### src/rtl/tx_shift_buffer_pkg.sv
// Package for the transmit shift buffer: widths, reset pattern, timing, carrier types.
// Assumes a single 40 MHz system clock and a data-rate tick from a divider.
package tx_shift_buffer_pkg;

  localparam int          STAGE_W         = 8;
  localparam int          BUF_W           = 2 * STAGE_W;
  localparam logic [7:0]  PREAMBLE_BYTE   = 8'hAA;
  localparam int          CLK_HZ          = 40000000;
  localparam int          DATA_RATE_BPS   = 256000;
  localparam int          BIT_CYCLES      = (CLK_HZ / DATA_RATE_BPS < 1) ? 1
                                            : CLK_HZ / DATA_RATE_BPS;
  localparam int          FIFO_DEPTH      = 8;

  typedef struct packed {
    logic [STAGE_W-1:0] data;
  } tx_byte_t;

  typedef struct packed {
    logic bit_val;
    logic active;
  } tx_bit_t;

  typedef enum logic [1:0] {
    ST_IDLE  = 2'b01,
    ST_SHIFT = 2'b10
  } tx_state_t;

endpackage

### src/rtl/tx_byte_fifo.sv
// Byte FIFO between the host write path and the shift buffer refill.
// Assumes one clock; storage in flip-flops addressed by an index.
`timescale 1ns/10ps
module tx_byte_fifo #(
  parameter int WIDTH = 8,
  parameter int DEPTH = 8
) (
  input  wire logic             clk_i,
  input  wire logic             rst_i,
  input  wire logic [WIDTH-1:0] in_data_i,
  input  wire logic             in_valid_i,
  output logic                  in_ready_o,
  output logic      [WIDTH-1:0] out_data_o,
  output logic                  out_valid_o,
  input  wire logic             out_ready_i
);
  localparam int AW = (DEPTH > 1) ? $clog2(DEPTH) : 1;

  logic [WIDTH-1:0] mem_q [DEPTH];
  logic [AW-1:0]    wr_q, wr_d, rd_q, rd_d;
  logic [AW:0]      cnt_q, cnt_d;
  logic             push, pop;

  always_comb begin
    push        = in_valid_i && (cnt_q != AW'(0) + (AW+1)'(DEPTH));
    pop         = out_valid_o && out_ready_i;
    in_ready_o  = (cnt_q != (AW+1)'(DEPTH));
    out_valid_o = (cnt_q != '0);
    out_data_o  = mem_q[rd_q];
    wr_d        = wr_q;
    rd_d        = rd_q;
    if (push) begin
      wr_d = (wr_q == AW'(DEPTH - 1)) ? '0 : wr_q + AW'(1);
    end
    if (pop) begin
      rd_d = (rd_q == AW'(DEPTH - 1)) ? '0 : rd_q + AW'(1);
    end
    cnt_d = cnt_q + (AW+1)'(push) - (AW+1)'(pop);
  end

  always_ff @(posedge clk_i) begin
    if (rst_i) begin
      wr_q  <= '0;
      rd_q  <= '0;
      cnt_q <= '0;
    end else begin
      wr_q  <= wr_d;
      rd_q  <= rd_d;
      cnt_q <= cnt_d;
    end
    if (push) begin
      mem_q[wr_q] <= in_data_i;
    end
  end
endmodule

### src/rtl/tx_shift_buffer.sv
// Transmit shift buffer: two chained byte stages feeding the modulator, MSB first.
// Assumes host bytes arrive already deserialised from SPI, synchronous to CLK_I.
// Functional notes
// - The buffer is one 16-bit shift register built from two chained 8-bit stages.
// - Reset loads both stages with AAh so the buffer can act as a preamble.
// - Disabling and re-enabling the transmitter keeps the buffer content as is.
// - Setting the transmitter enable starts shifting at once with no start command.
// - With no host data after reset the two AAh bytes go out, then zeros.
// - Refill readiness shows as serial data out high and the active-low interrupt low.
`timescale 1ns/10ps
module tx_shift_buffer
  import tx_shift_buffer_pkg::*;
#(
  parameter int BIT_DIV = BIT_CYCLES,
  parameter int DEPTH   = FIFO_DEPTH
) (
  input  wire logic               CLK_I,
  input  wire logic               SYS_RST_I,
  input  wire logic               TX_ENABLE_I,
  input  wire logic [STAGE_W-1:0] HOST_BYTE_I,
  input  wire logic               HOST_BYTE_VALID_I,
  output logic                    HOST_BYTE_READY_O,
  output logic                    TX_BIT_O,
  output logic                    TX_BIT_STROBE_O,
  output logic                    SDO_READY_O,
  output logic                    HOST_INTERRUPT_REQUEST_N_O
);

  ////////////////////////////////////////////////////////////////////////////
  // Data-rate tick divider
  localparam int DW = (BIT_DIV > 1) ? $clog2(BIT_DIV) : 1;

  logic [DW-1:0] div_q, div_d;
  logic          tick;

  always_comb begin
    tick  = TX_ENABLE_I && (div_q == DW'(BIT_DIV - 1));
    div_d = div_q;
    if (!TX_ENABLE_I || tick) begin
      div_d = '0;
    end else begin
      div_d = div_q + DW'(1);
    end
  end

  always_ff @(posedge CLK_I) begin
    if (SYS_RST_I) begin
      div_q <= '0;
    end else begin
      div_q <= div_d;
    end
  end

  ////////////////////////////////////////////////////////////////////////////
  // Host byte FIFO; a mirrored fill count, not its ready, back-pressures the host write path
  localparam int OW = $clog2(DEPTH + 1);

  tx_byte_t      fifo_out;
  logic          fifo_valid, fifo_pop, push_acc;
  logic [OW-1:0] occ_q, occ_d;   // Mirror of the FIFO fill level

  tx_byte_fifo #(
    .WIDTH (STAGE_W),
    .DEPTH (DEPTH)
  ) u_fifo (
    .clk_i       (CLK_I),
    .rst_i       (SYS_RST_I),
    .in_data_i   (HOST_BYTE_I),
    .in_valid_i  (push_acc),
    .in_ready_o  (),
    .out_data_o  (fifo_out.data),
    .out_valid_o (fifo_valid),
    .out_ready_i (fifo_pop)
  );

  ////////////////////////////////////////////////////////////////////////////
  // Shift buffer and control
  tx_state_t          state_q, state_d;
  logic [STAGE_W-1:0] stage_hi_q, stage_hi_d;   // Shifts out first
  logic [STAGE_W-1:0] stage_lo_q, stage_lo_d;
  logic [3:0]         bitcnt_q, bitcnt_d;       // Bits left in the high stage
  logic               lo_full_q, lo_full_d;
  logic               refill_q, refill_d;
  tx_bit_t            out_q, out_d;
  logic               rdy_q, rdy_d;
  logic               irq_n_q, irq_n_d;
  logic [BUF_W-1:0]   merged;

  always_comb begin
    state_d    = state_q;
    stage_hi_d = stage_hi_q;
    stage_lo_d = stage_lo_q;
    bitcnt_d   = bitcnt_q;
    lo_full_d  = lo_full_q;
    refill_d   = refill_q;
    out_d      = out_q;
    out_d.active = 1'b0;
    fifo_pop   = 1'b0;
    // Late byte lands right behind the bits still left in the high stage
    merged     = {stage_hi_q, stage_lo_q} | ({fifo_out.data, {STAGE_W{1'b0}}} >> bitcnt_q);
    case (state_q)
      ST_IDLE: begin
        // Content is kept across disable; only reset restores AAh
        if (TX_ENABLE_I) begin
          state_d = ST_SHIFT;
        end
      end
      ST_SHIFT: begin
        if (!TX_ENABLE_I) begin
          // Bits still held are dropped from view until re-enable
          state_d  = ST_IDLE;
          refill_d = 1'b0;
        end else if (tick) begin
          out_d.bit_val = stage_hi_q[STAGE_W-1];
          out_d.active  = 1'b1;
          stage_hi_d    = {stage_hi_q[STAGE_W-2:0], stage_lo_q[STAGE_W-1]};
          stage_lo_d    = {stage_lo_q[STAGE_W-2:0], 1'b0};
          if (bitcnt_q == 4'h1) begin
            bitcnt_d = 4'h8;
            if (fifo_valid) begin
              // A queued byte refills the vacated stage at once
              stage_lo_d = fifo_out.data;
              fifo_pop   = 1'b1;
              lo_full_d  = 1'b1;
              refill_d   = 1'b0;
            end else begin
              lo_full_d = 1'b0;
              refill_d  = 1'b1;
            end
          end else begin
            bitcnt_d = bitcnt_q - 4'h1;
          end
        end else if (!lo_full_q && fifo_valid) begin
          // Late byte: merge into the emptied bit positions
          stage_hi_d = merged[BUF_W-1:STAGE_W];
          stage_lo_d = merged[STAGE_W-1:0];
          fifo_pop   = 1'b1;
          lo_full_d  = 1'b1;
          refill_d   = 1'b0;
        end
      end
      default: begin
        state_d = ST_IDLE;
      end
    endcase
    push_acc = HOST_BYTE_VALID_I && rdy_q;
    occ_d    = occ_q + OW'(push_acc) - OW'(fifo_pop);
    // Ready looks one push ahead so a stale high never loses a byte
    rdy_d    = (occ_d != OW'(DEPTH));
    irq_n_d  = ~refill_d;
  end

  always_ff @(posedge CLK_I) begin
    if (SYS_RST_I) begin
      state_q    <= ST_IDLE;
      stage_hi_q <= PREAMBLE_BYTE;
      stage_lo_q <= PREAMBLE_BYTE;
      bitcnt_q   <= 4'h8;
      lo_full_q  <= 1'b1;
      refill_q   <= 1'b0;
      out_q      <= '0;
      rdy_q      <= 1'b0;
      occ_q      <= '0;
      irq_n_q    <= 1'b1;
    end else begin
      state_q    <= state_d;
      stage_hi_q <= stage_hi_d;
      stage_lo_q <= stage_lo_d;
      bitcnt_q   <= bitcnt_d;
      lo_full_q  <= lo_full_d;
      refill_q   <= refill_d;
      out_q      <= out_d;
      rdy_q      <= rdy_d;
      occ_q      <= occ_d;
      irq_n_q    <= irq_n_d;
    end
  end

  ////////////////////////////////////////////////////////////////////////////
  // Outputs
  always_comb begin
    TX_BIT_O                   = out_q.bit_val;
    TX_BIT_STROBE_O            = out_q.active;
    SDO_READY_O                = refill_q;
    HOST_INTERRUPT_REQUEST_N_O = irq_n_q;
    HOST_BYTE_READY_O          = rdy_q;
  end

endmodule

### config.mk
export PLATFORM = sky130hd
export DESIGN_NAME = tx_shift_buffer
export DESIGN_NICKNAME = d
export VERILOG_FILES = /design/src/rtl/tx_shift_buffer_pkg.sv /design/src/rtl/tx_byte_fifo.sv /design/src/rtl/tx_shift_buffer.sv
export SDC_FILE = /design/constraint.sdc
export NUM_CORES = 1
export LEC_CHECK = 0
export BUFFER_PORTS_ARGS = -buffer_cell sky130_fd_sc_hd__buf_2
export CAP_MARGIN = 20
export CORE_MARGIN = 4
export CORE_UTILIZATION = 62
export DETAILED_ROUTE_END_ITERATION = 16
export PLACE_DENSITY = 0.79
export SYNTH_ARGS = -nofsm -noshare
export SYNTH_HDL_FRONTEND = slang
export SYNTH_HIERARCHICAL = 1
export SYNTH_SLANG_ARGS = --single-unit
### constraint.sdc
create_clock -name CLK_I -period 3.51 [get_ports CLK_I]
set_input_delay 0.351 -clock CLK_I [delete_from_list [all_inputs] [get_ports CLK_I]]
set_output_delay 0.351 -clock CLK_I [all_outputs]
set_load 0.05 [all_outputs]
# Yosys cells after proc, flatten, opt, wreduce, memory -nomap -nowiden
# Memory sizes are Yosys's and may differ from the RTL's. A register that Yosys moved wholly into a read port is not among the register bits.
# Index checks and enable logic that the tools add are counted.
# word_totals
regBits	50
mem_bits_rw	64
input_bits	12
out_inout_bits	5
n_memories	1
# op_classes
add_sub_neg	8
eq_ne	11
n_shift	1
mux	32
bitwise_logic	4
n_reduce_logical	16
# mem_list
name	words	width	read_ports	rd_clocked_by_memory_dff	write_ports	line	rtl
u_fifo.mem_q	8	8	1	1	1	tx_byte_fifo.sv:19	logic [WIDTH-1:0] mem_q [DEPTH];
# ops
cell	count
$mux W8	6
$mux W1	18
$or A16 B16 Y16	1
$shr A16 B4 Y16	1
$mux W3	4
$add A4 B1 Y4	2
$add A8 B1 Y8 const B	1
$eq A8 B8 Y1 const B	1
$ne A4 B4 Y1 const B	2
$sub A4 B1 Y4	2
$add A3 B1 Y3 const B	2
$eq A3 B3 Y1 const B	2
$reduce_and A3 Y1	2
$logic_and A1 B1 Y1	5
$eq A4 B1 Y1 const B	1
$mux W2	2
$mux W4	1
$ne A2 B2 Y1 const B	2
$pmux W2 S2	1
$reduce_and A4 Y1	1
$reduce_bool A4 Y1	1
$sub A4 B1 Y4 const B	1
$not A1 Y1	3
$reduce_or A3 Y1	1
other kinds (8)	9

# Logic depth before layout (Yosys ltp)
# Gate-level depths: netlist (run 1).
# depth
depth_word	9
mapped_depth	15
depth_no_buf	15

# By module
# Netlist (run 1), hierarchy kept.
# by_module_without_submodules
module	instances	cells_each	area_per_inst_um2	seq_area_each_um2
tx_byte_fifo	1	169	3188.1	2182.1
tx_shift_buffer	1	275	2471.1	800.8

# Worst setup path before layout (run 1)
# Ideal clock, no wire load.
# synth_path
path_kind	reg-to-reg
from	reg u_fifo.cnt_q[2]
to	reg u_fifo.cnt_q[2]
setup_ps	125
t_arrival_ps	2781
required_ps	3385
path_slack_ps	604
path_stages_with_launch	15
path_buffers	1
period_less_slack_ps	2906
path_cell_list	dfxtp_1 > inv_1 > ha_1 > or3b_1 > nor2b_1 > a31oi_1 > a211oi_1 > and2_1 > clkbuf_1 > ha_1 > inv_1 > ha_1 > fa_1 > xnor2_1 > nor2_1
# synth_via
elab_chain_len	8
elab_cells_between_ends	13
# synth_rtl
item	line	rtl
start: declaration	tx_byte_fifo.sv:21	logic [AW:0] cnt_q, cnt_d;
start signal: assignment	tx_byte_fifo.sv:49	cnt_q <= cnt_d;
$reduce_bool A4 Y1 *	tx_byte_fifo.sv:28	out_valid_o = (cnt_q != '0);
via fifo_valid	tx_shift_buffer.sv:59	logic fifo_valid, fifo_pop, push_acc;
$mux W1 or $logic_and A1 B1 Y1 (tied branches)	tx_shift_buffer.sv:120, tx_shift_buffer.sv:133	
$mux W1, on equally long branches	tx_shift_buffer.sv:118, tx_shift_buffer.sv:133	
$mux W1 *	tx_shift_buffer.sv:113	end else if (tick) begin
$mux W1 *	tx_shift_buffer.sv:109	if (!TX_ENABLE_I) begin
$mux W1 *	tx_shift_buffer.sv:101	case (state_q)
via fifo_pop	tx_shift_buffer.sv:59	
$logic_and A1 B1 Y1 *	tx_byte_fifo.sv:26	pop = out_valid_o && out_ready_i;
$sub A4 B1 Y4 *	tx_byte_fifo.sv:38	cnt_d = cnt_q + (AW+1)'(push) - (AW+1)'(pop);
# The timed path passes the listed nets; every way through them passes the cells marked *.
# A chain may end at the register's enable or synchronous reset.

# Worst setup path in the final report (run 1)
# layout_path
from	reg u_fifo.cnt_q[3]
to	reg u_fifo.cnt_q[1]
# layout_via
elab_chain_len	8
elab_cells_between_ends	13
# layout_rtl
item	line
$reduce_bool A4 Y1 *	tx_byte_fifo.sv:28
via fifo_valid	tx_shift_buffer.sv:59
$mux W1 or $logic_and A1 B1 Y1 (tied branches)	tx_shift_buffer.sv:120, tx_shift_buffer.sv:133
$mux W1, on equally long branches	tx_shift_buffer.sv:118, tx_shift_buffer.sv:133
$mux W1 *	tx_shift_buffer.sv:113
$mux W1 *	tx_shift_buffer.sv:109
$mux W1 *	tx_shift_buffer.sv:101
via fifo_pop	tx_shift_buffer.sv:59
$logic_and A1 B1 Y1 *	tx_byte_fifo.sv:26
$sub A4 B1 Y4 *	tx_byte_fifo.sv:38
via u_fifo.cnt_d[1]	tx_byte_fifo.sv:21
# Marked as above.

==> flow_summary.html, run 1 <==
<table>
<tr><th>Metric</th><th>Value</th></tr>
<tr><th colspan="2">Synth</th></tr>
<tr><td>Post-synthesis cell type with the largest combined area</td><td>sky130_fd_sc_hd__edfxtp_1</td></tr>
<tr><td>Post-Synthesis Net Count</td><td>475</td></tr>
<tr><td>Most used standard cell by instance count after synthesis</td><td>sky130_fd_sc_hd__edfxtp_1</td></tr>
<tr><td>Flip-flop and latch count after synthesis</td><td>117</td></tr>
<tr><td>Summed instance area of the synthesized netlist</td><td>5660 um^2</td></tr>
<tr><td>Mean cell area of the mapped netlist</td><td>12.7 um^2</td></tr>
<tr><td>Leading cell types by total area after synthesis</td><td>sky130_fd_sc_hd__edfxtp_1, sky130_fd_sc_hd__dfxtp_1, sky130_fd_sc_hd__mux4_1</td></tr>
<tr><td>Number of flops mapped to enable cells by yosys</td><td>64</td></tr>
<tr><td>Instance count of the mapped netlist</td><td>444</td></tr>
<tr><td>Most used flip-flop cell after synthesis</td><td>sky130_fd_sc_hd__edfxtp_1</td></tr>
<tr><td>Count of distinct cell types in the synthesized netlist</td><td>70</td></tr>
<tr><td>Most used standard cells in the synthesized netlist</td><td>sky130_fd_sc_hd__edfxtp_1, sky130_fd_sc_hd__dfxtp_1, sky130_fd_sc_hd__nor2_1</td></tr>
<tr><td>Yosys warning count</td><td>6</td></tr>
<tr><td>Register area share after synthesis</td><td>0.527</td></tr>
<tr><td>Share of synthesized flip-flops with an asynchronous set or reset</td><td>0</td></tr>
<tr><td>Yosys top cell area share</td><td>0.340</td></tr>
<tr><th colspan="2">Setup path</th></tr>
<tr><td>End of the worst register-to-register path</td><td>u_fifo/cnt_q[1]</td></tr>
<tr><td>Depth of the worst register-to-register path</td><td>12</td></tr>
<tr><td>Register-to-register setup slack</td><td>0.30 ns</td></tr>
<tr><td>WP depth</td><td>12</td></tr>
<tr><td>Crit-path most repeated cell</td><td>sky130_fd_sc_hd__ha_1</td></tr>
<tr><td>First element of the critical path</td><td>u_fifo/cnt_q[3]</td></tr>
<tr><td>Buffer and inverter count on the worst path</td><td>2</td></tr>
<tr><td>Max incr delay on CP</td><td>0.43 ns</td></tr>
<tr><td>CP delay by family, top</td><td>adder cells</td></tr>
<tr><td>Startpoint type of the worst setup path</td><td>flip-flop</td></tr>
<tr><td>Critical-path maximum fanout</td><td>7</td></tr>
<tr><td>R2r startpoint</td><td>u_fifo/cnt_q[3]</td></tr>
<tr><td>Class of the most critical setup path</td><td>flip-flop to flip-flop</td></tr>
<tr><td>Worst Path Required</td><td>3.88 ns</td></tr>
<tr><td>Critical-path cell with the highest stage delay</td><td>sky130_fd_sc_hd__fa_1</td></tr>
<tr><td>Kind of capture point of the worst setup path</td><td>flip-flop</td></tr>
<tr><td>Series of cell instances along the critical path</td><td>inv_1 -&gt; ha_1 -&gt; or3b_1 -&gt; nor2b_1 -&gt; a31oi_2 -&gt; a211oi_2 -&gt; and2_1 -&gt; ha_1 -&gt; inv_1 -&gt; ha_1 -&gt; fa_1 -&gt; nor2b_1</td></tr>
<tr><td>Worst path arrival time</td><td>3.58 ns</td></tr>
<tr><td>Critical path destination</td><td>u_fifo/cnt_q[1]</td></tr>
<tr><th colspan="2">Floorplan</th></tr>
<tr><td>Placeable core region</td><td>8810 um^2</td></tr>
<tr><td>Die Span X</td><td>104 um</td></tr>
<tr><td>DIE AREA</td><td>10700 um^2</td></tr>
<tr><td>Initial Utilization</td><td>0.643</td></tr>
<tr><td>Die H</td><td>104 um</td></tr>
<tr><td>IO Count</td><td>17</td></tr>
<tr><td>Row Count</td><td>34</td></tr>
<tr><th colspan="2">Placed design</th></tr>
<tr><td>Estimated wirelength of the detail-placed design</td><td>7550 um</td></tr>
<tr><td>Port Buf Inserts</td><td>16</td></tr>
<tr><td>Routability cong.</td><td>0.916</td></tr>
<tr><td>Number of cells after detailed placement</td><td>556</td></tr>
<tr><td>Placed inst area</td><td>5790 um^2</td></tr>
<tr><th colspan="2">Pwr</th></tr>
<tr><td>Switching portion of total power</td><td>0.271</td></tr>
<tr><td>Switching pwr</td><td>0.953 mW</td></tr>
<tr><td>Clock power frac</td><td>0.441</td></tr>
<tr><td>Internal Power</td><td>2.56 mW</td></tr>
<tr><td>Lkg Pwr</td><td>2.32 nW</td></tr>
<tr><td>Worst IR drop on VDD</td><td>0.000380 V</td></tr>
<tr><td>Logic pwr share</td><td>0.118</td></tr>
<tr><td>Power density cells</td><td>555 nW/um^2</td></tr>
<tr><td>Sequential fraction of design power</td><td>0.441</td></tr>
<tr><th colspan="2">Drt</th></tr>
<tr><td>Antenna Violating Nets Remaining</td><td>0</td></tr>
<tr><td>DRT Pass-1 Iters</td><td>6</td></tr>
<tr><td>Post-detailed-route DRC marker count</td><td>0</td></tr>
<tr><td>Total via count after detailed routing</td><td>3748</td></tr>
<tr><td>Vias/cell</td><td>6.37</td></tr>
<tr><td>Detail-routed net length per standard cell</td><td>20.1 um</td></tr>
<tr><td>Violation count after the first detailed-route iteration</td><td>224</td></tr>
<tr><td>Wire length after detailed routing</td><td>11800 um</td></tr>
<tr><th colspan="2">Worst hold path</th></tr>
<tr><td>Path type of the worst min-delay path</td><td>input pin to flip-flop</td></tr>
<tr><th colspan="2">STA</th></tr>
<tr><td>Total Neg Setup Slack</td><td>0 ns</td></tr>
<tr><td>Slew @ Worst Pin</td><td>0.970 ns</td></tr>
<tr><td>Worst relative slew slack</td><td>0.354</td></tr>
<tr><td>Number of hold-slack violations in the final timing report</td><td>0</td></tr>
<tr><td>Min Tclk post-route</td><td>3.21 ns</td></tr>
<tr><td>Ratio of final minimum period to clock period</td><td>0.916</td></tr>
<tr><td>Unrepaired setup endpoints after global routing</td><td>no</td></tr>
<tr><td>Number of max-slew violations in the final report</td><td>0</td></tr>
<tr><td>Max frequency</td><td>311 MHz</td></tr>
<tr><td>Final setup fails</td><td>0</td></tr>
<tr><td>Final setup skew</td><td>0.0174 ns</td></tr>
<tr><th colspan="2">Clock tree</th></tr>
<tr><td>H-tree depth</td><td>4</td></tr>
<tr><td>Clock net sink count</td><td>117</td></tr>
<tr><td>Clock tree from TritonCTS</td><td>built</td></tr>
<tr><td>Worst-skew pair later-pin latency</td><td>0.52 ns</td></tr>
<tr><td>PostCTS Resize Cnt</td><td>0</td></tr>
<tr><td>Number of post-CTS setup repair buffers</td><td>0</td></tr>
<tr><td>Count of hold-fix buffers inserted at cts</td><td>0</td></tr>
<tr><td>Clock slew seen by the registers of the worst setup and hold paths</td><td>0.06 ns</td></tr>
<tr><td>Worst-case clock buffer depth</td><td>2</td></tr>
<tr><td>CTS root buf</td><td>sky130_fd_sc_hd__clkbuf_8</td></tr>
<tr><td>Number of clock buffers inserted by TritonCTS</td><td>17</td></tr>
<tr><th colspan="2">Run</th></tr>
<tr><td>Maxcap violations</td><td>0</td></tr>
<tr><th colspan="2">Global routing</th></tr>
<tr><td>Wire length of the first global-routing pass</td><td>19300 um</td></tr>
<tr><td>Number of antenna violations at the first check in global routing</td><td>0</td></tr>
<tr><td>Pin count of the biggest net entering global routing</td><td>52</td></tr>
<tr><td>Total global-route track usage</td><td>0.229</td></tr>
<tr><td>Via count of the first global-routing pass</td><td>3810</td></tr>
<tr><td>Overall overflow remaining after global route</td><td>0</td></tr>
<tr><th colspan="2">Layout</th></tr>
<tr><td>Non-filler instance count after layout</td><td>588</td></tr>
<tr><td>Fill count</td><td>583</td></tr>
<tr><td>Final non-filler cell area</td><td>6340 um^2</td></tr>
<tr><td>Share of final-layout standard cells stronger than drive strength 1</td><td>0.215</td></tr>
<tr><td>Share of the core filled with cells in the final layout</td><td>0.720</td></tr>
<tr><td>Area delta synth-&gt;final</td><td>12.0%</td></tr>
<tr><td>Nets</td><td>498</td></tr>
<tr><td>Antenna cell count</td><td>0</td></tr>
<tr><th colspan="2">Run status</th></tr>
<tr><td>Run status</td><td>complete, no violations</td></tr>
</table>
through the flow:
stage | power (mW) | hold slack, ns | setup WS [ns]
CTS | 3.53 | 0.0850 | 0.202
global placement | 1.96 | 0.440 | 0.459
global route | 3.66 | 0.104 | 0.0962
finish | 3.52 | 0.0969 | 0.296
floorplan | 1.86 | 0.426 | 0.604
detailed placement | 1.98 | 0.445 | 0.299
final cells by class:
cell class	instances	area [um^2]	share of cell area
Inverter	20	77.6	0.0122
Tap cell	108	135	0.0213
Sequential cell	117	2980	0.470
Multi-Input combinational cell	285	2450	0.387
Clock inverter	15	123	0.0193
Clock buffer	17	414	0.0653
Timing Repair Buffer	26	155	0.0245
routing by layer:
metal  global-route usage  vias to the layer above  share of wire
met5                    0                        -              0
met4                0.109                        0          0.025
met3               0.0498                       29          0.049
met2                0.398                      149           0.52
met1                0.272                     1835           0.41
li1                     -                     1735              -
cell usage in the layout, fill, tap and decap left out, drive strengths merged, types with 9 or more instances in the layout:
cell type  Yosys  final
mux4          17     17
buf           12     26
mux2          15     15
nor2b         10     10
inv           20     26
edfxtp        64     64
a31oi          9      9
nor3          19     19
nand2         15     15
dfxtp         53     53
mux2i         22     22
nor2          40     40
nand2b        17     17
nand3          9      9
ha            17     17
a21oi         14     14
clkbuf        10     17
kinds of logic after synthesis:
logic type / synth area share
AOI/OAI and AO/OA: 0.0831
xor gates and xnor gates: 0.0170
adders and majority gates: 0.0447
buffers and inverters: 0.0413
DFF: 0.527
muxes: 0.149
and+or+nand+nor: 0.138
power by group through the flow:
| stage | clock network [mW] | registers, mW | logic, mW |
|---|---|---|---|
| 5_1_grt | 1.65 | 1.56 | 0.453 |
| 3_5_place_dp | 0 | 1.58 | 0.401 |
| 2_1_floorplan | 0 | 1.58 | 0.275 |
| 4_1_cts | 1.57 | 1.55 | 0.412 |
| 6_report | 1.55 | 1.55 | 0.415 |
| 3_3_place_gp | 0 | 1.57 | 0.383 |
registers in the layout, summed over array words and instances (netlist names), 2 cells and up, named ones only:
| signal | count |
|---|---|
| occ_q | 4 |
| stage_lo_q | 8 |
| u_fifo/cnt_q | 4 |
| u_fifo/mem_q | 64 |
| u_fifo/rd_q | 3 |
| stage_hi_q | 8 |
| bitcnt_q | 4 |
| state_q | 2 |
| div_q | 8 |
| u_fifo/wr_q | 3 |
worst min-delay path by stage:
stage | from | endpoint | slack [ns] | cells after the start
after floorplan | div_q[0] | div_q[0] | 0.43 | 1
after global placement | TX_BIT_O | TX_BIT_O | 0.44 | 2
after detailed placement | TX_BIT_O | TX_BIT_O | 0.44 | 2
after CTS | HOST_BYTE_I[1] | u_fifo/mem_q[7][1] | 0.08 | 1
after global routing | HOST_BYTE_I[4] | u_fifo/mem_q[5][4] | 0.10 | 1
final | HOST_BYTE_I[7] | u_fifo/mem_q[0][7] | 0.1 | 1
Power figures use the tool's default switching activity.
==> run 2, diff against run 1 <==
- CELL_PAD_IN_SITES_DETAIL_PLACEMENT: unset -> 0
- CELL_PAD_IN_SITES_GLOBAL_PLACEMENT: unset -> 1
- CORE_UTILIZATION: 62 -> 51
- PLACE_DENSITY: 0.79 -> 0.91
==> flow_summary.html, run 2 (synthesis results as in run 1) <==
<table>
<tr><th>Metric</th><th>Value</th></tr>
<tr><th colspan="2">Drt</th></tr>
<tr><td>Detail-routed net length per standard cell</td><td>18.0 um (was 20.1 um)</td></tr>
<tr><td>Met1 WL</td><td>4810 um (about the same)</td></tr>
<tr><td>Max layer used</td><td>met4 (unchanged)</td></tr>
<tr><td>Total via count after detailed routing</td><td>3607 (was 3748)</td></tr>
<tr><td>Met3 routed wirelength</td><td>554 um (was 575 um)</td></tr>
<tr><td>Wire length after detailed routing</td><td>11200 um (was 11800 um)</td></tr>
<tr><td>Post-detailed-route DRC marker count</td><td>0 (unchanged)</td></tr>
<tr><td>DRT Pass-1 Iters</td><td>5 (was 6)</td></tr>
<tr><td>Met2 WL</td><td>5550 um (was 6140 um)</td></tr>
<tr><td>Antenna Violating Nets Remaining</td><td>0 (unchanged)</td></tr>
<tr><td>Violation count after the first detailed-route iteration</td><td>202 (was 224)</td></tr>
<tr><td>Vias/cell</td><td>5.80 (was 6.37)</td></tr>
<tr><th colspan="2">Floorplan</th></tr>
<tr><td>Die Span X</td><td>113 um (was 104 um)</td></tr>
<tr><td>Die H</td><td>113 um (was 104 um)</td></tr>
<tr><td>Placeable core region</td><td>10800 um^2 (was 8810 um^2)</td></tr>
<tr><td>DIE AREA</td><td>12800 um^2 (was 10700 um^2)</td></tr>
<tr><td>Initial Utilization</td><td>0.522 (was 0.643)</td></tr>
<tr><td>IO Count</td><td>17 (unchanged)</td></tr>
<tr><td>Row Count</td><td>38 (was 34)</td></tr>
<tr><th colspan="2">Layout</th></tr>
<tr><td>Share of final-layout standard cells stronger than drive strength 1</td><td>0.214 (was 0.215)</td></tr>
<tr><td>Fill count</td><td>875 (was 583)</td></tr>
<tr><td>Biggest register</td><td>u_fifo/mem_q (unchanged)</td></tr>
<tr><td>Most used cells in the layout excluding fill and tap cells</td><td>sky130_fd_sc_hd__edfxtp_1, sky130_fd_sc_hd__dfxtp_1, sky130_fd_sc_hd__nor2_1 (unchanged)</td></tr>
<tr><td>Most common cell after layout, fill and taps aside</td><td>sky130_fd_sc_hd__edfxtp_1 (unchanged)</td></tr>
<tr><td>Area delta synth-&gt;final</td><td>13.9% (was 12.0%)</td></tr>
<tr><td>Share of the core filled with cells in the final layout</td><td>0.595 (was 0.720)</td></tr>
<tr><td>Antenna cell count</td><td>0 (unchanged)</td></tr>
<tr><td>Max FFs per register</td><td>64 (unchanged)</td></tr>
<tr><td>Nets</td><td>500 (was 498)</td></tr>
<tr><th colspan="2">Placed design</th></tr>
<tr><td>Routability cong.</td><td>0.878 (was 0.916)</td></tr>
<tr><td>Estimated wirelength of the detail-placed design</td><td>7420 um (was 7550 um)</td></tr>
<tr><td>Port Buf Inserts</td><td>16 (unchanged)</td></tr>
<tr><th colspan="2">Pwr</th></tr>
<tr><td>Power density cells</td><td>572 nW/um^2 (was 555 nW/um^2)</td></tr>
<tr><td>Lkg Pwr</td><td>2.36 nW (was 2.32 nW)</td></tr>
<tr><td>Worst IR drop on VDD</td><td>0.000618 V (was 0.000380 V)</td></tr>
<tr><th colspan="2">STA</th></tr>
<tr><td>Number of hold-slack violations in the final timing report</td><td>0 (unchanged)</td></tr>
<tr><td>Final setup skew</td><td>0.00823 ns (was 0.0174 ns)</td></tr>
<tr><td>Unrepaired setup endpoints after global routing</td><td>no (unchanged)</td></tr>
<tr><td>Worst relative slew slack</td><td>0.368 (was 0.354)</td></tr>
<tr><td>Total Neg Setup Slack</td><td>0 ns (unchanged)</td></tr>
<tr><td>Number of max-slew violations in the final report</td><td>0 (unchanged)</td></tr>
<tr><td>Min Tclk post-route</td><td>3.14 ns (was 3.21 ns)</td></tr>
<tr><td>Max frequency</td><td>319 MHz (was 311 MHz)</td></tr>
<tr><td>Slew @ Worst Pin</td><td>0.947 ns (was 0.970 ns)</td></tr>
<tr><td>Final setup fails</td><td>0 (unchanged)</td></tr>
<tr><td>Ratio of final minimum period to clock period</td><td>0.894 (was 0.916)</td></tr>
<tr><th colspan="2">Setup path</th></tr>
<tr><td>Startpoint type of the worst setup path</td><td>flip-flop (unchanged)</td></tr>
<tr><td>Worst path arrival time</td><td>3.52 ns (was 3.58 ns)</td></tr>
<tr><td>Series of cell instances along the critical path</td><td>inv_1 -&gt; ha_1 -&gt; or3b_1 -&gt; nor2b_1 -&gt; a31oi_1 -&gt; a211oi_1 -&gt; ha_1 -&gt; inv_1 -&gt; ha_1 -&gt; inv_1 -&gt; fa_1 -&gt; xor2_1 -&gt; nand3b_1 -&gt; nor2_1 -&gt; nor2_1 (was inv_1 -&gt; ha_1 -&gt; or3b_1 -&gt; nor2b_1 -&gt; a31oi_2 -&gt; a211oi_2 -&gt; and2_1 -&gt; ha_1 -&gt; inv_1 -&gt; ha_1 -&gt; fa_1 -&gt; nor2b_1)</td></tr>
<tr><td>Max incr delay on CP</td><td>0.46 ns (was 0.43 ns)</td></tr>
<tr><td>Critical-path maximum fanout</td><td>7 (unchanged)</td></tr>
<tr><td>Worst Path Required</td><td>3.89 ns (was 3.88 ns)</td></tr>
<tr><td>Register-to-register setup slack</td><td>0.37 ns (was 0.30 ns)</td></tr>
<tr><td>CP delay by family, top</td><td>adder cells (unchanged)</td></tr>
<tr><td>Critical-path cell with the highest stage delay</td><td>sky130_fd_sc_hd__or3b_1 (was sky130_fd_sc_hd__fa_1)</td></tr>
<tr><td>Kind of capture point of the worst setup path</td><td>flip-flop (unchanged)</td></tr>
<tr><td>Buffer and inverter count on the worst path</td><td>3 (was 2)</td></tr>
<tr><td>Class of the most critical setup path</td><td>flip-flop to flip-flop (unchanged)</td></tr>
<tr><th colspan="2">Clock tree</th></tr>
<tr><td>H-tree depth</td><td>4 (unchanged)</td></tr>
<tr><td>Clock slew seen by the registers of the worst setup and hold paths</td><td>0.06 ns (about the same)</td></tr>
<tr><td>Count of hold-fix buffers inserted at cts</td><td>0 (unchanged)</td></tr>
<tr><td>Number of post-CTS setup repair buffers</td><td>0 (unchanged)</td></tr>
<tr><td>Worst-case clock buffer depth</td><td>2 (unchanged)</td></tr>
<tr><td>PostCTS Resize Cnt</td><td>0 (unchanged)</td></tr>
<tr><td>Number of clock buffers inserted by TritonCTS</td><td>17 (unchanged)</td></tr>
<tr><td>Clock net sink count</td><td>117 (unchanged)</td></tr>
<tr><td>Worst-skew pair later-pin latency</td><td>0.53 ns (was 0.52 ns)</td></tr>
<tr><td>CTS root buf</td><td>sky130_fd_sc_hd__clkbuf_8 (unchanged)</td></tr>
<tr><td>Clock tree from TritonCTS</td><td>built (unchanged)</td></tr>
<tr><th colspan="2">Global routing</th></tr>
<tr><td>Overall overflow remaining after global route</td><td>0 (unchanged)</td></tr>
<tr><td>Wire length of the first global-routing pass</td><td>18600 um (was 19300 um)</td></tr>
<tr><td>Number of antenna violations at the first check in global routing</td><td>0 (unchanged)</td></tr>
<tr><td>Via count of the first global-routing pass</td><td>3601 (was 3810)</td></tr>
<tr><td>Pin count of the biggest net entering global routing</td><td>52 (unchanged)</td></tr>
<tr><td>Total global-route track usage</td><td>0.188 (was 0.229)</td></tr>
<tr><th colspan="2">Run</th></tr>
<tr><td>Maxcap violations</td><td>0 (unchanged)</td></tr>
<tr><th colspan="2">Worst hold path</th></tr>
<tr><td>Path type of the worst min-delay path</td><td>input pin to flip-flop (unchanged)</td></tr>
<tr><th colspan="2">Run status</th></tr>
<tr><td>Run status</td><td>complete, no violations (unchanged)</td></tr>
</table>
run 2: final timing paths:
check / cells after the start / to / start
worst max-delay path: 15 / HOST_BYTE_READY_O / u_fifo/cnt_q[2]
worst min-delay path: 1 / u_fifo/mem_q[1][7] / HOST_BYTE_I[7]
worst max register to register: 15 / HOST_BYTE_READY_O / u_fifo/cnt_q[2]
worst min register to register: 2 / TX_BIT_O / TX_BIT_O
run 2: worst register-to-register path, stage by stage, from the launching register on:
cell and delay (ns):
sky130_fd_sc_hd__dfxtp_1 0.29, sky130_fd_sc_hd__inv_1 0.09, sky130_fd_sc_hd__ha_1 0.14, sky130_fd_sc_hd__or3b_1 0.46, sky130_fd_sc_hd__nor2b_1 0.20, sky130_fd_sc_hd__a31oi_1 0.28, sky130_fd_sc_hd__a211oi_1 0.14, sky130_fd_sc_hd__ha_1 0.32
sky130_fd_sc_hd__inv_1 0.06, sky130_fd_sc_hd__ha_1 0.15, sky130_fd_sc_hd__inv_1 0.05, sky130_fd_sc_hd__fa_1 0.37, sky130_fd_sc_hd__xor2_1 0.18, sky130_fd_sc_hd__nand3b_1 0.10, sky130_fd_sc_hd__nor2_1 0.10, sky130_fd_sc_hd__nor2_1 0.04
run 2: cell type report:
class / instances / area [um^2] / area share
Sequential cell: 117 / 2980 / 0.463
Multi-Input combinational cell: 285 / 2440 / 0.379
Clock buffer: 17 / 414 / 0.0643
Clock inverter: 15 / 183 / 0.0283
Tap cell: 140 / 175 / 0.0272
Timing Repair Buffer: 28 / 170 / 0.0264
Inverter: 20 / 77.6 / 0.0120
run 2: per-layer routing:
layer,up-vias,GRT usage
met3,28,0.0529
met1,1747,0.230
met5,-,0
met2,103,0.315
met4,0,0.0761
li1,1729,-
run 2: stage by stage:
stage,total power [mW],std cells,hold WS (ns),setup WS [ns],cell area [um^2]
global placement,1.96,590,0.441,0.450,5850
detailed placement,1.97,590,0.445,0.359,5850
global route,3.84,622,0.0841,0.115,6440
CTS,3.72,622,0.0527,0.351,6440
floorplan,1.86,444,0.426,0.604,5660
finish,3.69,622,0.0768,0.374,6440
run 2: power breakdown:
group,internal [mW],switching (mW),total (mW)
logic,0.164,0.232,0.396
clock network,1.04,0.702,1.75
registers,1.51,0.0324,1.55
total,2.72,0.966,3.69
==> run 3, diff against run 2 <==
- ABC_AREA: unset -> 1
- CAP_MARGIN: 20 -> unset
- CORE_UTILIZATION: 51 -> 49
- CTS_BUF_LIST: unset -> sky130_fd_sc_hd__clkbuf_8
- PLACE_DENSITY: 0.91 -> 0.94
==> flow_summary.html, run 3 <==
<table>
<tr><th>Metric</th><th>Value</th></tr>
<tr><th colspan="2">Run status</th></tr>
<tr><td>Run status</td><td>complete, no violations (unchanged)</td></tr>
<tr><th colspan="2">Layout</th></tr>
<tr><td>Share of final-layout standard cells stronger than drive strength 1</td><td>0.103 (was 0.214)</td></tr>
<tr><td>Non-filler instance count after layout</td><td>911 (was 622)</td></tr>
<tr><td>Nets</td><td>787 (was 500)</td></tr>
<tr><td>Antenna cell count</td><td>0 (unchanged)</td></tr>
<tr><td>Max FFs per register</td><td>64 (unchanged)</td></tr>
<tr><td>Biggest register</td><td>u_fifo/mem_q (unchanged)</td></tr>
<tr><td>Area delta synth-&gt;final</td><td>9.79% (was 13.9%)</td></tr>
<tr><td>Share of the core filled with cells in the final layout</td><td>0.559 (was 0.595)</td></tr>
<tr><td>Most common cell after layout, fill and taps aside</td><td>sky130_fd_sc_hd__nand2_1 (was sky130_fd_sc_hd__edfxtp_1)</td></tr>
<tr><td>Most used cells in the layout excluding fill and tap cells</td><td>sky130_fd_sc_hd__nand2_1, sky130_fd_sc_hd__inv_1, sky130_fd_sc_hd__nand3_1 (was sky130_fd_sc_hd__edfxtp_1, sky130_fd_sc_hd__dfxtp_1, sky130_fd_sc_hd__nor2_1)</td></tr>
<tr><th colspan="2">Synth</th></tr>
<tr><td>Yosys top cell area share</td><td>0.325 (was 0.340)</td></tr>
<tr><td>Yosys warning count</td><td>6 (unchanged)</td></tr>
<tr><td>Leading cell types by total area after synthesis</td><td>sky130_fd_sc_hd__edfxtp_1, sky130_fd_sc_hd__dfxtp_1, sky130_fd_sc_hd__nand2_1 (was sky130_fd_sc_hd__edfxtp_1, sky130_fd_sc_hd__dfxtp_1, sky130_fd_sc_hd__mux4_1)</td></tr>
<tr><td>Summed instance area of the synthesized netlist</td><td>5920 um^2 (was 5660 um^2)</td></tr>
<tr><td>Post-Synthesis Net Count</td><td>762 (was 475)</td></tr>
<tr><td>Most used flip-flop cell after synthesis</td><td>sky130_fd_sc_hd__edfxtp_1 (unchanged)</td></tr>
<tr><td>Instance count of the mapped netlist</td><td>731 (was 444)</td></tr>
<tr><td>Register area share after synthesis</td><td>0.504 (was 0.527)</td></tr>
<tr><td>Flip-flop and latch count after synthesis</td><td>117 (unchanged)</td></tr>
<tr><td>Most used standard cell by instance count after synthesis</td><td>sky130_fd_sc_hd__nand2_1 (was sky130_fd_sc_hd__edfxtp_1)</td></tr>
<tr><td>Mean cell area of the mapped netlist</td><td>8.09 um^2 (was 12.7 um^2)</td></tr>
<tr><td>Share of synthesized flip-flops with an asynchronous set or reset</td><td>0 (unchanged)</td></tr>
<tr><td>Most used standard cells in the synthesized netlist</td><td>sky130_fd_sc_hd__nand2_1, sky130_fd_sc_hd__inv_1, sky130_fd_sc_hd__nand3_1 (was sky130_fd_sc_hd__edfxtp_1, sky130_fd_sc_hd__dfxtp_1, sky130_fd_sc_hd__nor2_1)</td></tr>
<tr><td>Count of distinct cell types in the synthesized netlist</td><td>39 (was 70)</td></tr>
<tr><td>Post-synthesis cell type with the largest combined area</td><td>sky130_fd_sc_hd__edfxtp_1 (unchanged)</td></tr>
<tr><td>Number of flops mapped to enable cells by yosys</td><td>64 (unchanged)</td></tr>
<tr><th colspan="2">STA</th></tr>
<tr><td>Number of max-slew violations in the final report</td><td>0 (unchanged)</td></tr>
<tr><td>Slew @ Worst Pin</td><td>1.03 ns (was 0.947 ns)</td></tr>
<tr><td>Worst relative slew slack</td><td>0.309 (was 0.368)</td></tr>
<tr><td>Unrepaired setup endpoints after global routing</td><td>no (unchanged)</td></tr>
<tr><td>Number of hold-slack violations in the final timing report</td><td>0 (unchanged)</td></tr>
<tr><td>Worst slack on hold paths</td><td>0.199 ns (was 0.0768 ns)</td></tr>
<tr><td>Total Neg Setup Slack</td><td>0 ns (unchanged)</td></tr>
<tr><td>Min Tclk post-route</td><td>3.10 ns (was 3.14 ns)</td></tr>
<tr><td>Ratio of final minimum period to clock period</td><td>0.882 (was 0.894)</td></tr>
<tr><td>Smallest setup slack after layout</td><td>0.413 ns (was 0.374 ns)</td></tr>
<tr><td>Final setup skew</td><td>0.00779 ns (was 0.00823 ns)</td></tr>
<tr><td>Max frequency</td><td>323 MHz (was 319 MHz)</td></tr>
<tr><td>Final setup fails</td><td>0 (unchanged)</td></tr>
<tr><th colspan="2">Drt</th></tr>
<tr><td>Violation count after the first detailed-route iteration</td><td>371 (was 202)</td></tr>
<tr><td>Vias/cell</td><td>5.17 (was 5.80)</td></tr>
<tr><td>Total via count after detailed routing</td><td>4706 (was 3607)</td></tr>
<tr><td>Antenna Violating Nets Remaining</td><td>0 (unchanged)</td></tr>
<tr><td>DRT Pass-1 Iters</td><td>5 (unchanged)</td></tr>
<tr><td>Wire length after detailed routing</td><td>13000 um (was 11200 um)</td></tr>
<tr><td>Post-detailed-route DRC marker count</td><td>0 (unchanged)</td></tr>
<tr><td>Detail-routed net length per standard cell</td><td>14.3 um (was 18.0 um)</td></tr>
<tr><th colspan="2">Global routing</th></tr>
<tr><td>Pin count of the biggest net entering global routing</td><td>33 (was 52)</td></tr>
<tr><td>Number of antenna violations at the first check in global routing</td><td>0 (unchanged)</td></tr>
<tr><td>Total global-route track usage</td><td>0.195 (was 0.188)</td></tr>
<tr><td>Via count of the first global-routing pass</td><td>4560 (was 3601)</td></tr>
<tr><td>Overall overflow remaining after global route</td><td>0 (unchanged)</td></tr>
<tr><td>Wire length of the first global-routing pass</td><td>21700 um (was 18600 um)</td></tr>
<tr><th colspan="2">Clock tree</th></tr>
<tr><td>Worst-skew pair later-pin latency</td><td>0.42 ns (was 0.53 ns)</td></tr>
<tr><td>PostCTS Resize Cnt</td><td>0 (unchanged)</td></tr>
<tr><td>Clock tree from TritonCTS</td><td>built (unchanged)</td></tr>
<tr><td>H-tree depth</td><td>4 (unchanged)</td></tr>
<tr><td>Number of clock buffers inserted by TritonCTS</td><td>17 (unchanged)</td></tr>
<tr><td>Number of post-CTS setup repair buffers</td><td>0 (unchanged)</td></tr>
<tr><td>Clock slew seen by the registers of the worst setup and hold paths</td><td>0.06 ns (about the same)</td></tr>
<tr><td>CTS root buf</td><td>sky130_fd_sc_hd__clkbuf_8 (unchanged)</td></tr>
<tr><td>Worst-case clock buffer depth</td><td>2 (unchanged)</td></tr>
<tr><td>Clock net sink count</td><td>117 (unchanged)</td></tr>
<tr><td>Count of hold-fix buffers inserted at cts</td><td>0 (unchanged)</td></tr>
<tr><th colspan="2">Setup path</th></tr>
<tr><td>Startpoint type of the worst setup path</td><td>flip-flop (unchanged)</td></tr>
<tr><td>Series of cell instances along the critical path</td><td>ha_1 -&gt; nand2_1 -&gt; nor3_1 -&gt; nand3_2 -&gt; o21ai_1 -&gt; inv_1 -&gt; ha_1 -&gt; inv_1 -&gt; ha_1 -&gt; inv_1 -&gt; fa_1 -&gt; xor2_1 -&gt; nand3_1 -&gt; o21ai_0 -&gt; inv_1 (was inv_1 -&gt; ha_1 -&gt; or3b_1 -&gt; nor2b_1 -&gt; a31oi_1 -&gt; a211oi_1 -&gt; ha_1 -&gt; inv_1 -&gt; ha_1 -&gt; inv_1 -&gt; fa_1 -&gt; xor2_1 -&gt; nand3b_1 -&gt; nor2_1 -&gt; nor2_1)</td></tr>
<tr><td>Critical path destination</td><td>HOST_BYTE_READY_O (unchanged)</td></tr>
<tr><td>Crit-path most repeated cell</td><td>sky130_fd_sc_hd__inv_1</td></tr>
<tr><td>Critical-path maximum fanout</td><td>10 (was 7)</td></tr>
<tr><td>Class of the most critical setup path</td><td>flip-flop to flip-flop (unchanged)</td></tr>
<tr><td>Depth of the worst register-to-register path</td><td>15 (unchanged)</td></tr>
<tr><td>Worst Path Required</td><td>3.82 ns (was 3.89 ns)</td></tr>
<tr><td>First element of the critical path</td><td>div_q[0] (was u_fifo/cnt_q[2])</td></tr>
<tr><td>Kind of capture point of the worst setup path</td><td>flip-flop (unchanged)</td></tr>
<tr><td>R2r startpoint</td><td>div_q[0] (was u_fifo/cnt_q[2])</td></tr>
<tr><td>Critical-path cell with the highest stage delay</td><td>sky130_fd_sc_hd__fa_1 (was sky130_fd_sc_hd__or3b_1)</td></tr>
<tr><td>Max incr delay on CP</td><td>0.37 ns (was 0.46 ns)</td></tr>
<tr><td>End of the worst register-to-register path</td><td>HOST_BYTE_READY_O (unchanged)</td></tr>
<tr><td>Register-to-register setup slack</td><td>0.41 ns (was 0.37 ns)</td></tr>
<tr><td>Worst path arrival time</td><td>3.41 ns (was 3.52 ns)</td></tr>
<tr><th colspan="2">Placed design</th></tr>
<tr><td>Routability cong.</td><td>0.895 (was 0.878)</td></tr>
<tr><td>Post-place setup slack</td><td>0.433 ns (was 0.359 ns)</td></tr>
<tr><td>Number of cells after detailed placement</td><td>880 (was 590)</td></tr>
<tr><td>Port Buf Inserts</td><td>16 (unchanged)</td></tr>
<tr><td>Estimated wirelength of the detail-placed design</td><td>8960 um (was 7420 um)</td></tr>
<tr><th colspan="2">Pwr</th></tr>
<tr><td>Lkg Pwr</td><td>2.94 nW (was 2.36 nW)</td></tr>
<tr><td>Power density cells</td><td>493 nW/um^2 (was 572 nW/um^2)</td></tr>
<tr><td>Worst IR drop on VDD</td><td>0.000367 V (was 0.000618 V)</td></tr>
<tr><th colspan="2">Floorplan</th></tr>
<tr><td>Die H</td><td>118 um (was 113 um)</td></tr>
<tr><td>IO Count</td><td>17 (unchanged)</td></tr>
<tr><td>DIE AREA</td><td>13900 um^2 (was 12800 um^2)</td></tr>
<tr><td>Row Count</td><td>39 (was 38)</td></tr>
<tr><td>Initial Utilization</td><td>0.509 (was 0.522)</td></tr>
<tr><td>Die Span X</td><td>118 um (was 113 um)</td></tr>
<tr><td>Placeable core region</td><td>11600 um^2 (was 10800 um^2)</td></tr>
<tr><th colspan="2">Run</th></tr>
<tr><td>Maxcap violations</td><td>0 (unchanged)</td></tr>
<tr><th colspan="2">Worst hold path</th></tr>
<tr><td>Path type of the worst min-delay path</td><td>input pin to flip-flop (unchanged)</td></tr>
</table>
==> run 3: layer usage <==
layer / up-vias / global-route usage / part of all wire
li1: 2371 / - / -
met1: 2200 / 0.254 / 0.45
met2: 117 / 0.318 / 0.48
met3: 18 / 0.0481 / 0.056
met4: 0 / 0.0667 / 0.017
met5: - / 0 / 0
==> run 3: how the worst min path moves through the flow <==
stage                         startpoint                  to  cells after the start
after floorplan                 div_q[0]            div_q[0]                      1
after global placement          div_q[0]            div_q[0]                      1
after detailed placement   stage_lo_q[4]       stage_lo_q[4]                      2
after CTS                 HOST_BYTE_I[4]  u_fifo/mem_q[6][4]                      1
after global routing      HOST_BYTE_I[4]  u_fifo/mem_q[6][4]                      1
final                     HOST_BYTE_I[4]  u_fifo/mem_q[6][4]                      1
==> run 3: area by class of cell <==
class,instances,area (um^2)
clock buffers,17,234
clock inverters,14,144
fillers,1070,5120
inverters,120,455
multi-input cells,471,2320
flip-flops and latches,117,2980
well taps,143,179
repair buffers,29,178
==> run 3: per-stage QoR <==
step	area [um^2]	total power [mW]
2_1_floorplan	5920	1.92
3_3_place_gp	6120	2.02
3_5_place_dp	6120	2.04
4_1_cts	6490	3.22
5_1_grt	6490	3.36
6_report	6490	3.21
==> run 3: kinds of logic (layout without fill, tap and decap cells) <==
kind of cell             count (synthesis)  count (layout)  synth area share
AO/OA/AOI/OAI                           54              54            0.0495
XOR/XNOR                                 7               7            0.0104
adder cells (fa/ha/maj)                 19              19            0.0427
buffers and inverters                  143             180             0.105
flip-flops                             117             117             0.504
AND/OR/NAND/NOR                        391             391             0.288
==> run 3: power by group <==
part | total (mW) | switching, mW | internal (mW)
logic | 0.455 | 0.308 | 0.147
clock network | 1.19 | 0.510 | 0.679
registers | 1.56 | 0.0393 | 1.52
==> run 3: critical path, delay by kind of cell, from the launching register on <==
family | cells | cell delay [ns]
AO/OA/AOI/OAI | 2 | 0.39
flip-flops | 1 | 0.36
XOR/XNOR | 1 | 0.19
AND/OR/NAND/NOR | 4 | 0.72
adder cells (fa/ha/maj) | 4 | 1.04
buffers and inverters | 4 | 0.27
